<file path="config.mk">
export PLATFORM = sky130hd
export DESIGN_NAME = mct_top
export DESIGN_NICKNAME = d
export VERILOG_FILES = /design/src/hdl/mct_pkg.sv /design/src/hdl/mct_top.sv
export VERILOG_INCLUDE_DIRS = /design/src /design/src/hdl
export SDC_FILE = /design/constraint.sdc
export NUM_CORES = 1
export LEC_CHECK = 0
export ABC_CLOCK_PERIOD_IN_PS = 5000
export BUFFER_PORTS_ARGS = -buffer_cell sky130_fd_sc_hd__buf_4
export CORE_MARGIN = 10
export CORE_UTILIZATION = 30
export DETAILED_ROUTE_END_ITERATION = 8
export PLACE_DENSITY_LB_ADDON = 0.1
export SYNTH_ARGS = -nofsm -noshare
export SYNTH_HDL_FRONTEND = slang
export SYNTH_SLANG_ARGS = --single-unit
export TNS_END_PERCENT = 30
</file>
<file path="constraint.sdc">
create_clock -name i_ref_clk -period 5 [get_ports i_ref_clk]
set_clock_uncertainty 0.15 [all_clocks]
set_input_delay 1 -clock i_ref_clk [delete_from_list [all_inputs] [get_ports i_ref_clk]]
set_output_delay 1 -clock i_ref_clk [all_outputs]
set_load 0.1 [all_outputs]
</file>
<file path="src/hdl/mct_cfg.svh">
`ifndef MCT_CFG_SVH
`define MCT_CFG_SVH

// Register offsets
`define MCT_OFS_TRIG     8'h00
`define MCT_OFS_CTRL     8'h08
`define MCT_OFS_RB       8'h1c
`define MCT_OFS_CA       8'h32
`define MCT_OFS_CB       8'h46

// Control word fields
`define MCT_F_MODE       2:0
`define MCT_F_POL        3
`define MCT_F_ALVL       5:4
`define MCT_F_BCFG       7:6
`define MCT_F_CCFG       9:8
`define MCT_F_CSRC       12:10
`define MCT_F_DEB        13
`define MCT_F_IRQ        15

// Field codes
`define MCT_M_QUAD       3'h1
`define MCT_M_PWM        3'h2
`define MCT_M_WDOG       3'h3
`define MCT_M_EVFREQ     3'h4
`define MCT_M_PULSE      3'h5
`define MCT_M_PERIOD     3'h6
`define MCT_M_ONESHOT    3'h7
`define MCT_LVL_LOW      2'h1
`define MCT_LVL_HIGH     2'h2
`define MCT_BCFG_EXTCLK  2'h1
`define MCT_CSRC_EXT     3'h5
`define MCT_CSRC_FREQ    3'h7

// Reset values
`define MCT_RST_CTRL     16'h0000
`define MCT_RST_OUT      1'b1

// Timing
`define MCT_CLK_NS       100
`define MCT_PULSE_NS     1750
`define MCT_DEB_NS       2500
`define MCT_PULSE_CYC    ((`MCT_PULSE_NS + `MCT_CLK_NS - 1) / `MCT_CLK_NS)
`define MCT_DEB_CYC      ((`MCT_DEB_NS + `MCT_CLK_NS - 1) / `MCT_CLK_NS)

`endif

</file>
<file path="src/hdl/mct_pkg.sv">
package mct_pkg;

    typedef enum logic [3:0] {
        MCT_IDLE = 4'b0001,
        MCT_ARM  = 4'b0010,
        MCT_MEAS = 4'b0100,
        MCT_RUN  = 4'b1000
    } mct_fsm_e;

    typedef struct packed {
        logic        wr;
        logic        rd;
        logic [7:0]  addr;
        logic [15:0] wdata;
    } mct_req_s;

    typedef struct packed {
        mct_fsm_e        fsm;
        logic [2:0]      s1;
        logic [2:0]      s2;
        logic [2:0]      s3;
        logic [2:0]      clean;
        logic [2:0]      filt;
        logic [2:0][4:0] dcnt;
        logic [15:0]     ctrl;
        logic [15:0]     ca;
        logic [15:0]     cb;
        logic [15:0]     cnt;
        logic [15:0]     rb;
        logic [15:0]     rdata;
        logic            phase;
        logic [4:0]      pcnt;
        logic            out;
        logic            irq;
    } mct_st_s;

endpackage

</file>
<file path="src/hdl/mct_top.sv">
`timescale 1ns/1ns
`include "mct_cfg.svh"

module mct_top (
    // Clock and reset
    input  wire logic              i_ref_clk,
    input  wire logic              i_rst_b,
    // Register port
    input  wire mct_pkg::mct_req_s i_req,
    output logic [15:0]            o_rdata,
    // Field pins
    input  wire logic              i_field_input_first,
    input  wire logic              i_field_input_second,
    input  wire logic              i_field_input_third,
    output logic                   o_channel_one_output,
    output logic                   o_irq
);
    import mct_pkg::*;

    localparam logic [4:0] PULSE_LD = 5'(`MCT_PULSE_CYC);
    localparam logic [4:0] DEB_LAST = 5'(`MCT_DEB_CYC - 1);
    localparam int         PULSE_M1 = `MCT_PULSE_CYC - 1;

    mct_st_s     st_r;
    mct_st_s     st_nxt;
    logic [2:0]  mode;
    logic [1:0]  alvl;
    logic [1:0]  blvl;
    logic [1:0]  ccfg;
    logic        freq_m;
    logic        ev_m;
    logic        hold_m;
    logic        live_m;
    logic        a_now;
    logic        a_rise;
    logic        a_fall;
    logic        b_rise;
    logic        c_now;
    logic        c_rise;
    logic        tick;
    logic        gate;
    logic        trig;
    logic        fire;
    logic        act;

    function automatic logic f_act(input logic x, input logic [1:0] lvl);
        f_act = (lvl == `MCT_LVL_LOW) ? ~x : ((lvl == `MCT_LVL_HIGH) ? x : 1'b0);
    endfunction

    assign mode   = st_r.ctrl[`MCT_F_MODE];
    assign alvl   = st_r.ctrl[`MCT_F_ALVL];
    assign ccfg   = st_r.ctrl[`MCT_F_CCFG];
    // A clock on the second input counts its rising edge
    assign blvl   = (st_r.ctrl[`MCT_F_BCFG] == `MCT_BCFG_EXTCLK) ? `MCT_LVL_HIGH
                                                                 : st_r.ctrl[`MCT_F_BCFG];
    assign freq_m = (mode == `MCT_M_EVFREQ) && (st_r.ctrl[`MCT_F_CSRC] == `MCT_CSRC_FREQ);
    assign ev_m   = (mode == `MCT_M_EVFREQ) && !freq_m;
    assign hold_m = ev_m || (mode == `MCT_M_ONESHOT) || (mode == `MCT_M_PWM);
    assign live_m = ev_m || (mode == `MCT_M_WDOG) || (mode == `MCT_M_QUAD);

    assign o_rdata              = st_r.rdata;
    assign o_channel_one_output = st_r.out;
    assign o_irq                = st_r.irq;

    ////////////////////////////////////////////////////////////////////////////////
    always_comb begin
        st_nxt     = st_r;
        st_nxt.irq = 1'b0;
        fire       = 1'b0;
        // Three-stage sampling; a level counts once stages two and three agree
        st_nxt.s1 = {i_field_input_third, i_field_input_second, i_field_input_first};
        st_nxt.s2 = st_r.s1;
        st_nxt.s3 = st_r.s2;
        for (int i = 0; i < 3; i++) begin
            if (st_r.s2[i] == st_r.s3[i]) begin
                st_nxt.clean[i] = st_r.s3[i];
            end
            if (st_r.ctrl[`MCT_F_DEB] && (i != 1)) begin
                // Level must hold for the debounce time before it is taken
                if (st_nxt.clean[i] != st_r.filt[i]) begin
                    if (st_r.dcnt[i] == DEB_LAST) begin
                        st_nxt.filt[i] = st_nxt.clean[i];
                        st_nxt.dcnt[i] = 5'h00;
                    end else begin
                        st_nxt.dcnt[i] = st_r.dcnt[i] + 5'h01;
                    end
                end else begin
                    st_nxt.dcnt[i] = 5'h00;
                end
            end else begin
                st_nxt.filt[i] = st_nxt.clean[i];
                st_nxt.dcnt[i] = 5'h00;
            end
        end

        a_now  = f_act(st_nxt.filt[0], alvl);
        a_rise = a_now && !f_act(st_r.filt[0], alvl);
        a_fall = !a_now && f_act(st_r.filt[0], alvl);
        b_rise = f_act(st_nxt.filt[1], blvl) && !f_act(st_r.filt[1], blvl);
        c_now  = f_act(st_nxt.filt[2], ccfg);
        c_rise = c_now && !f_act(st_r.filt[2], ccfg);
        tick   = 1'b1;
        if ((st_r.ctrl[`MCT_F_CSRC] == `MCT_CSRC_EXT) &&
            (st_r.ctrl[`MCT_F_BCFG] == `MCT_BCFG_EXTCLK)) begin
            tick = b_rise;
        end
        gate = hold_m && a_now;
        trig = (i_req.wr && (i_req.addr == `MCT_OFS_TRIG)) ||
               (c_rise && (mode != `MCT_M_QUAD));

        if (st_r.pcnt != 5'h00) begin
            st_nxt.pcnt = st_r.pcnt - 5'h01;
        end

        unique case (st_r.fsm)
            MCT_IDLE: begin
                if (trig) begin
                    st_nxt.cnt   = 16'h0000;
                    st_nxt.phase = 1'b0;
                    if ((mode == `MCT_M_PERIOD) || (mode == `MCT_M_PULSE) || freq_m) begin
                        st_nxt.fsm = MCT_ARM;
                    end else if ((mode == `MCT_M_ONESHOT) || (mode == `MCT_M_PWM) ||
                                 (mode == `MCT_M_WDOG)) begin
                        st_nxt.fsm = MCT_RUN;
                        st_nxt.cnt = st_r.ca;
                    end else if (ev_m || (mode == `MCT_M_QUAD)) begin
                        st_nxt.fsm = MCT_RUN;
                    end
                end
            end
            MCT_ARM: begin
                if (a_rise) begin
                    st_nxt.fsm = MCT_MEAS;
                    st_nxt.cnt = 16'h0000;
                end
            end
            MCT_MEAS: begin
                if (freq_m) begin
                    if (b_rise) begin
                        st_nxt.cnt = st_r.cnt + 16'h0001;
                    end
                    fire = a_fall;
                end else begin
                    // Inputs and clock are unrelated, so one clock of error remains
                    if (tick) begin
                        st_nxt.cnt = st_r.cnt + 16'h0001;
                    end
                    fire = (mode == `MCT_M_PERIOD) ? a_rise : a_fall;
                end
                if (fire) begin
                    st_nxt.rb  = st_r.cnt;
                    st_nxt.fsm = MCT_IDLE;
                end
            end
            MCT_RUN: begin
                if (ev_m) begin
                    if (!gate && b_rise) begin
                        if (st_r.cnt + 16'h0001 == st_r.ca) begin
                            st_nxt.cnt = 16'h0000;
                            fire       = 1'b1;
                        end else begin
                            st_nxt.cnt = st_r.cnt + 16'h0001;
                        end
                    end
                end else if (mode == `MCT_M_WDOG) begin
                    if (a_rise) begin
                        st_nxt.cnt = st_r.ca;
                    end else if (st_r.cnt == 16'h0000) begin
                        st_nxt.fsm = MCT_IDLE;
                        st_nxt.irq = 1'b1;
                    end else if (tick) begin
                        st_nxt.cnt = st_r.cnt - 16'h0001;
                    end
                end else if (mode == `MCT_M_QUAD) begin
                    if (c_rise) begin
                        st_nxt.cnt = st_r.cb;
                        st_nxt.irq = 1'b1;
                    end else if (st_nxt.filt[1:0] != st_r.filt[1:0]) begin
                        // Four counts per cycle; direction from new A against old B
                        if (st_nxt.filt[0] ^ st_r.filt[1]) begin
                            st_nxt.cnt = st_r.cnt + 16'h0001;
                        end else begin
                            st_nxt.cnt = st_r.cnt - 16'h0001;
                        end
                        st_nxt.irq = (st_nxt.cnt == st_r.ca);
                    end
                end else if ((mode == `MCT_M_ONESHOT) || (mode == `MCT_M_PWM)) begin
                    if (!gate && tick) begin
                        if (st_r.cnt <= 16'h0001) begin
                            st_nxt.irq = 1'b1;
                            if (!st_r.phase) begin
                                st_nxt.phase = 1'b1;
                                st_nxt.cnt   = st_r.cb;
                            end else if (mode == `MCT_M_PWM) begin
                                st_nxt.phase = 1'b0;
                                st_nxt.cnt   = st_r.ca;
                            end else begin
                                st_nxt.phase = 1'b0;
                                st_nxt.fsm   = MCT_IDLE;
                            end
                        end else begin
                            st_nxt.cnt = st_r.cnt - 16'h0001;
                        end
                    end
                end else begin
                    st_nxt.fsm = MCT_IDLE;
                end
            end
            default: begin
                st_nxt.fsm = MCT_IDLE;
            end
        endcase

        if (fire) begin
            st_nxt.pcnt = PULSE_LD;
            st_nxt.irq  = 1'b1;
        end
        if (live_m) begin
            st_nxt.rb = st_nxt.cnt;
        end
        st_nxt.irq = st_nxt.irq && st_r.ctrl[`MCT_F_IRQ];

        if (i_req.wr) begin
            case (i_req.addr)
                `MCT_OFS_CTRL: begin
                    // A new control word stops the channel until the next trigger
                    st_nxt.ctrl  = i_req.wdata;
                    st_nxt.fsm   = MCT_IDLE;
                    st_nxt.phase = 1'b0;
                end
                `MCT_OFS_CA: st_nxt.ca = i_req.wdata;
                `MCT_OFS_CB: st_nxt.cb = i_req.wdata;
                default: ;
            endcase
        end
        if (i_req.rd) begin
            case (i_req.addr)
                `MCT_OFS_CTRL: st_nxt.rdata = st_r.ctrl;
                `MCT_OFS_RB:   st_nxt.rdata = st_r.rb;
                `MCT_OFS_CA:   st_nxt.rdata = st_r.ca;
                `MCT_OFS_CB:   st_nxt.rdata = st_r.cb;
                default:       st_nxt.rdata = 16'h0000;
            endcase
        end

        if ((mode == `MCT_M_ONESHOT) || (mode == `MCT_M_PWM)) begin
            act = (st_nxt.fsm == MCT_RUN) && st_nxt.phase;
        end else if (mode == `MCT_M_WDOG) begin
            act = (st_nxt.fsm == MCT_RUN);
        end else if (mode == `MCT_M_QUAD) begin
            act = (st_nxt.fsm == MCT_RUN) && (c_now || (st_nxt.cnt == st_r.ca));
        end else begin
            act = (st_nxt.pcnt != 5'h00);
        end
        st_nxt.out = st_r.ctrl[`MCT_F_POL] ? act : !act;
    end

    always_ff @(posedge i_ref_clk or negedge i_rst_b) begin
        if (!i_rst_b) begin
            st_r      <= '0;
            st_r.fsm  <= MCT_IDLE;
            st_r.ctrl <= `MCT_RST_CTRL;
            st_r.out  <= `MCT_RST_OUT;
        end else begin
            st_r <= st_nxt;
        end
    end
endmodule

</file>
**Word level (Yosys, flattened, before mapping)**

Index checks and enable logic that the tools add are counted.

- Register bits: 133

- Multiplexer cells: 118
- Order comparisons: 1
- Add/sub/neg operators: 5
- Bitwise logic cells: 7
- Reduce and logical (&&, ||, !) cells: 43
- Equality and inequality tests: 37

Operator list:

| operator | number |
|---|---|
| 16-bit 2-to-1 mux | 32 |
| 16-bit case mux with 4 select lines | 2 |
| 4-bit 2-to-1 mux | 18 |
| 1-bit 2-to-1 mux | 54 |
| 16-bit equality test | 3 |
| 5-bit 2-to-1 mux | 8 |
| 3-bit equality test (second input constant) | 6 |
| 16-bit by 1-bit adder with 16-bit output (second input constant) | 1 |
| 16-bit by 1-bit less-or-equal comparator with 1-bit output (second input constant) | 1 |
| 16-bit logical NOT | 1 |
| 4-bit case mux with 4 select lines | 1 |
| 16-bit by 1-bit subtractor with 16-bit output (second input constant) | 1 |
| 1-bit logical AND | 15 |
| 1-bit logical OR | 11 |
| 5-bit by 1-bit adder with 5-bit output (second input constant) | 2 |
| 5-bit equality test (second input constant) | 2 |
| 5-bit nonzero test | 2 |
| 2-bit by 1-bit equality test with 1-bit output (second input constant) | 4 |
| 4-bit equality test (second input constant) | 2 |
| 8-bit by 4-bit equality test with 1-bit output (second input constant) | 1 |
| 8-bit by 5-bit equality test with 1-bit output (second input constant) | 1 |
| 8-bit by 6-bit equality test with 1-bit output (second input constant) | 1 |
| 8-bit by 7-bit equality test with 1-bit output (second input constant) | 1 |
| 8-bit logical NOT | 1 |
| 18 further kinds | 40 |

**Depth between registers and ports, before layout**

Gate-level depths: netlist of the first run.

- Word-level depth: 27
- Gate-level depth with buffers: 16
- Mapped depth without buffers: 14

**Worst setup path after synthesis of the first run**

OpenSTA, ideal clock, no wires.

- Kind: flip-flop to flip-flop
- From: reg st_r[40] (netlist name)
- To: reg st_r (netlist bit o_channel_one_output)
- Slack: 1.091 ns
- Period minus slack after synthesis: 3.909 ns
- Stages on the path, launching flop included: 16
- Arrival time: 3.684 ns
- Cell sequence: dfrtp_1 -> ha_1 -> buf_4 -> nand3_1 -> or4_1 -> buf_2 -> xor2_1 -> a2111o_1 -> nor4_4 -> a21oi_2 -> a221o_1 -> xor2_1 -> nor2_1 -> nand4_1 -> o41ai_2 -> xnor2_1

RTL lines:

| element | RTL line | source |
|---|---|---|
| from (decl) | mct_top.sv:24 | `mct_st_s st_r;` |
| from (signal assigned) | mct_top.sv:265 | `st_r <= st_nxt;` |

==> results of run 1 <==
-- logic make-up after synthesis --
logic type	synth area share [%]
simple gates	21.02
compound gates	24.47
buf+inv	6.663
flops	30.72
mux	9.046
xor+xnor	6.407
fa+ha+maj	1.674
-- power by group through the flow --
stage	Combinational, mW	Clock [mW]	Sequential [mW]
finish	2.55	1.32	1.40
global route	2.66	1.38	1.42
CTS	2.45	1.34	1.40
detailed placement	2.43	0	1.42
global placement	2.47	0	1.42
floorplan	1.53	0	1.30
-- registers in the layout, summed over array words and instances, names as in the netlist --
signal                flops
ccfg                      2
mode                      3
o_rdata                  16
st_r                    101
st_nxt                    6
alvl                      2
o_channel_one_output      1
o_irq                     1
-- repair_timing --
item | CTS | global route
endpoints found under the setup margin | 1 | 1
hold endpoints to repair | 0 | 0
resized for setup | 1 | 3
pin swaps | 0 | 1
-- metal layers --
layer | up-vias | GRT usage [%] | wire [um]
met3 | 141 | 5.241 | 4856
met1 | 5592 | 32.61 | 23930
met4 | 0 | 11.54 | 2504
met5 | - | 0 | 0
li1 | 4967 | - | -
met2 | 624 | 36.59 | 23920
-- layout make-up --
class,count,area [um2]
clock buffer,19,442.9
tap,461,576.8
fill,3675,22740
timing repair buffer,173,1303
clock inverter,13,146.4
multi-input combinational,998,6790
inverter,47,176.4
sequential,132,3306
antenna,1,2.502
-- worst max-delay path: stages, from the launching register on --
cell      delay (ns)
dfrtp_1         0.40
inv_1           0.07
ha_1            0.16
nand4b_1        0.28
a21oi_1         0.46
o211a_1         0.75
buf_4           0.33
mux2i_1         0.44
o21ai_0         0.14
a31oi_1         0.18
o211ai_1        0.16
o31ai_2         0.52
xnor2_1         0.22
nand4_1         0.13
o41ai_2         0.27
xnor2_1         0.16
-- placed cells by master, fill, tap and decap left out, types with 14 or more instances in the layout --
master / synthesis / layout
inv_1: 46 / 46
a21oi_1: 86 / 86
a221oi_1: 22 / 22
and3_1: 15 / 15
o21ai_0: 59 / 59
nor2_1: 119 / 118
nor3_1: 31 / 29
dfrtp_1: 130 / 130
a22o_1: 18 / 18
xnor2_1: 44 / 44
a31oi_1: 20 / 19
nand3_1: 52 / 52
nor4_1: 20 / 18
nand2_1: 91 / 91
buf_4: 20 / 172
o22ai_1: 24 / 24
mux2_2: 50 / 50
o221ai_1: 14 / 14
o211ai_1: 21 / 21
xor2_1: 32 / 32
mux2i_1: 41 / 41
clkbuf_16: 0 / 17
-- final timing paths --
path	cells after the start	endpoint	slack, ns
worst max-delay path	15	o_channel_one_output	0.10
worst min-delay path	0	st_nxt[126]	0.20
worst max register to register	15	o_channel_one_output	0.10
worst min register to register	0	st_nxt[126]	0.20
max in group asynchronous	2	o_channel_one_output	3.25
min in group asynchronous	1	st_r[117]	0.46
==> impl_metrics.toml, run 1 <==
[placement]
dpl_cell_area_um2 = 12140
portBuffers = 48
hpwl_um = 41670
dp_cells = 1811
pre_cts_ws_ns = -0.01295
gp_congestion = 1.024

[logic_synthesis]
synth_flop_cell = "dfrtp_1"
yosysWarnings = 0
ys_seq_area_share_pct = 30.72
synth-edff-count = 0
syn_inst = 1299
synth_area_leaders = "dfrtp_1, mux2_2, nor2_1"
async_flop_share_pct = 100.0
synth_area_um2 = 10760
synth_nets = 1342
yosys_register_bits = 132
synth.distinct_cells = 86
synth_area_leader_cell = "dfrtp_1"
avgSynthCellArea_um2 = 8.284
yosysMostFrequentCell = "dfrtp_1"
ys_top_cells_by_count = "dfrtp_1, nor2_1, nand2_1"
synth_top_area_share_pct = 30.23

[worst_hold_path]
min_from = "st_nxt[129]"
hold_class = "reg2reg"

[route]
vias = 11324
avgRoutedWirePerCell_um = 29.94
drc = 0
via_per_inst = 6.141
drt_iter0_drc = 1404
drtAntennaViolNets = 0
first_pass_iters = 5
drt-total-wl_um = 55220

[power]
ir_drop_v = 0.0002044
power.switching_mw = 2.408
power_density_nw_per_um2 = 413.1
power_frac_seq_pct = 26.6
total_power_mw = 5.264
swShare_pct = 45.74
power_frac_comb_pct = 48.4
p_clk_share_pct = 25.0
internal_power_mw = 2.856
leakage_nw = 5.340

[timing]
slew_viol_final = 0
finalHoldViolations = 0
relSlewSlack_pct = 18.67
hold-worst-slack_ns = 0.1977
tightest_slew_ns = 1.213
timing.fmax_mhz = 204.2
layout_min_cycle_time_ns = 4.897
rsz0062_at_grt = "no"
fin_crit_sh_pct = 97.94
layout_setup_ws_ns = 0.1031
finalSetupTns_ns = 0
finalSetupViolations = 0

[cells_and_area]
fin_area_um2 = 12740
nets = 1412
drive_above_1_share_pct = 21.35
instances_no_fill = 1844
fin_util_pct = 35.91
syn_to_final_growth_pct = 18.43

[grt]
antenna_found_initial = 1
grt_pass1_vias = 10949
grt_max_degree = 78
grt_pass1_wl_um = 79460
grt-ovfl-total = 0
track_usage_pct = 24.39

[floorplan]
coreArea_um2 = 35480
start_util_pct = 30.33
die_h_um = 209.4
row_count = 69
die_w_um = 209.4
die-area_um2 = 43840
ios = 49

[worst_setup_path]
endpoint_kind = "flip-flop"
cp-start-kind = "flip-flop"
required_ns = 5.22
startpoint = "st_r[104]"
cp.arrival_ns = 5.12
worst-setup-path-type = "reg2reg"
crit_path_max_fanout = 8
reg2reg_from = "st_r[104]"

[clock_tree]
h-tree-depth = 4
cts_max_path_buffers = 2
ctsHoldBuffers = 0
postCtsSetupBuffers = 0
clockRootBuffer = "clkbuf_16"
numCtsBuffers = 17
clk_pin_slew_ns = 0.07
insertion_delay_ns = 0.44
tritoncts = "done"
clock-sinks = 132

[status]
status = "complete, no violations"

[job]
maxCapViolCount = 0
Note: power is estimated with default switching activity, not from simulation.
==> run 2: changes to the inputs <==
--- a/config.mk
+++ b/config.mk
@@ -6,6 +6,7 @@
 export SDC_FILE = /design/constraint.sdc
 export NUM_CORES = 1
 export LEC_CHECK = 0
+export ABC_AREA = 1
 export ABC_CLOCK_PERIOD_IN_PS = 5000
 export BUFFER_PORTS_ARGS = -buffer_cell sky130_fd_sc_hd__buf_4
 export CORE_MARGIN = 10
==> run 2 against run 1 <==
  * Setup slack better by 0.63 ns
  * Clock power decreased by 6%
  * First-iteration DRC count rose by 4.4%
  * Non-clock buffer count shrank 70
  * Critical endpoint unchanged
  * Highest routed layer unchanged
==> impl_metrics.toml, run 2 <==
[worst_hold_path]
hold_class = "reg2reg"
min_from = "st_nxt[129]"
hold_end = "st_nxt[126]"
hold_path_depth = 0

[logic_synthesis]
synth_nets = 1850
synth-edff-count = 0
synthSimpleGateAreaFrac_pct = 40.65
yosysWarnings = 0
synth_area_um2 = 11190
yosys_register_bits = 132
synth_flop_cell = "dfrtp_1"
synth_area_leaders = "dfrtp_1, nand2_1, nand3_1"
synth_area_leader_cell = "dfrtp_1"
avgSynthCellArea_um2 = 6.195
ys_seq_area_share_pct = 29.53
yosysMostFrequentCell = "nand2_1"
synthMuxAreaShare_pct = 0
synth_xor_area_share_pct = 1.643
syn_inst = 1807
synth_compound_area_share_pct = 15.11
synth_top_area_share_pct = 29.06
ys_top_cells_by_count = "nand2_1, inv_1, nand3_1"
synth-adder-area-share_pct = 1.341
synth.distinct_cells = 53
synth_top_family_by_area = "simple AND/OR/NAND/NOR gates"
async_flop_share_pct = 100.0

[power]
internal_power_mw = 2.955
power.switching_mw = 3.285
ir_drop_v = 0.0002581
total_power_mw = 6.240
p_clk_share_pct = 19.9
leakage_nw = 6.337
power_density_nw_per_um2 = 494.0
power_frac_seq_pct = 25.2
swShare_pct = 52.64
power_frac_comb_pct = 54.9

[route]
via_per_inst = 5.567
drt_iter0_drc = 1466
drc = 0
first_pass_iters = 6
avgRoutedWirePerCell_um = 24.07
drt-total-wl_um = 55800
vias = 12904
drtAntennaViolNets = 0

[floorplan]
die-area_um2 = 45440
start_util_pct = 30.50
row_count = 70
ios = 49
die_h_um = 213.2
die_w_um = 213.2
coreArea_um2 = 36700

[clock_tree]
clockRootBuffer = "clkbuf_16"
numCtsBuffers = 17
postCtsSetupBuffers = 0
clk_pin_slew_ns = 0.06
clock-sinks = 132
h-tree-depth = 4
ctsResizeCount = 0
insertion_delay_ns = 0.47
ctsHoldBuffers = 0
tritoncts = "done"
cts_max_path_buffers = 2

[cells_and_area]
nets = 1880
largest-register = "st_r"
final_cell_mix = "nand2_1, inv_1, nand3_1"
layout_commonest_cell = "nand2_1"
drive_above_1_share_pct = 11.09
fillers = 4043
largest_reg_flops = 101
multi_input_area_um2 = 6579
seqCellArea_um2 = 3306
syn_to_final_growth_pct = 12.83

[worst_setup_path]
cp_slowest_cell = "dfrtp_1"
crit_path_max_fanout = 17
required_ns = 5.26
cp_common_cell = "nand2_1"
endpoint_kind = "flip-flop"
cp.arrival_ns = 4.52
cp-start-kind = "flip-flop"
r2r_end = "o_channel_one_output"
reg2reg_from = "st_r[40]"
ff2ff_setup_slack_ns = 0.74
rr_worst_depth = 25
worst-setup-path-type = "reg2reg"
cp_slowest_stage_delay_ns = 0.52

[grt]
antenna_found_initial = 2
grt_pass1_vias = 12703
grt_pass1_wl_um = 84060
grt-ovfl-total = 0
track_usage_pct = 25.23
grt_max_degree = 77

[timing]
finalSetupTns_ns = 0
timing.fmax_mhz = 234.6
finalSetupViolations = 0
fin_crit_sh_pct = 85.26
tightest_slew_ns = 1.099
relSlewSlack_pct = 26.57
finalHoldViolations = 0
layout_min_cycle_time_ns = 4.263
slew_viol_final = 0
rsz0062_at_grt = "no"

[job]
maxCapViolCount = 0

[status]
status = "complete, no violations"

[placement]
hpwl_um = 42760
gp_congestion = 1.045
portBuffers = 48
-- run 2: layer usage --
metal / track usage [%] / wire length (um) / up-vias
li1: - / - / 5954
met1: 32.96 / 24310 / 6131
met2: 37.95 / 23740 / 668
met3: 4.927 / 4245 / 151
met4: 14.84 / 3493 / 0
met5: 0 / 0 / -
-- run 2: cell families after synthesis --
| family | Yosys count |
|---|---|
| compound gates | 295 |
| flops | 132 |
| xor+xnor | 21 |
| simple gates | 1038 |
| buf+inv | 309 |
| fa+ha+maj | 12 |
-- run 2: power groups by stage --
stage	Clock [mW]	Sequential, mW	Combinational, mW
after CTS	1.28	1.56	3.35
final	1.24	1.57	3.43
after detailed placement	0	1.58	3.34
after global routing	1.32	1.59	3.78
after floorplan	0	1.42	2.31
after global placement	0	1.58	3.36
-- run 2: how the worst max path moves through the flow --
stage / start / to / depth (start not counted)
after floorplan: st_r[40] / o_channel_one_output / 27
after global placement: st_r[40] / o_channel_one_output / 26
after detailed placement: st_r[104] / o_channel_one_output / 29
after CTS: st_r[104] / o_channel_one_output / 28
after global routing: st_r[104] / o_channel_one_output / 28
final: st_r[40] / o_channel_one_output / 25
-- run 2: cell type report --
cell class | count | area share (%)
repair buffers | 103 | 6.251
well taps | 468 | 4.636
inverters | 217 | 6.449
flip-flops and latches | 132 | 26.17
clock inverters | 14 | 1.020
diodes | 1 | 0.01981
multi-input cells | 1366 | 52.09
clock buffers | 17 | 3.368
-- run 2: stage by stage --
step / cells / setup slack, ns / utilization (%) / instance area, um2 / hold WS [ns]
after floorplan: 1807 / 2.001 / - / 11190 / 0.1812
after global placement: 2286 / 0.8007 / 32.90 / 12070 / 0.1842
after detailed placement: 2286 / 0.7952 / 32.90 / 12070 / 0.1879
after CTS: 2317 / 0.7698 / 34.41 / 12630 / 0.2014
after global routing: 2317 / 0.3411 / 34.41 / 12630 / 0.2088
final: 2318 / 0.7369 / 34.42 / 12630 / 0.1995
-- run 2: worst max-delay path: cells and delay by family (launching register included) --
kind,cells,cell delay [ns]
and+or+nand+nor,22,2.56
adders and majority gates,1,0.37
xor gates and xnor gates,1,0.40
buffers and inverters,1,0.19
DFF,1,0.52
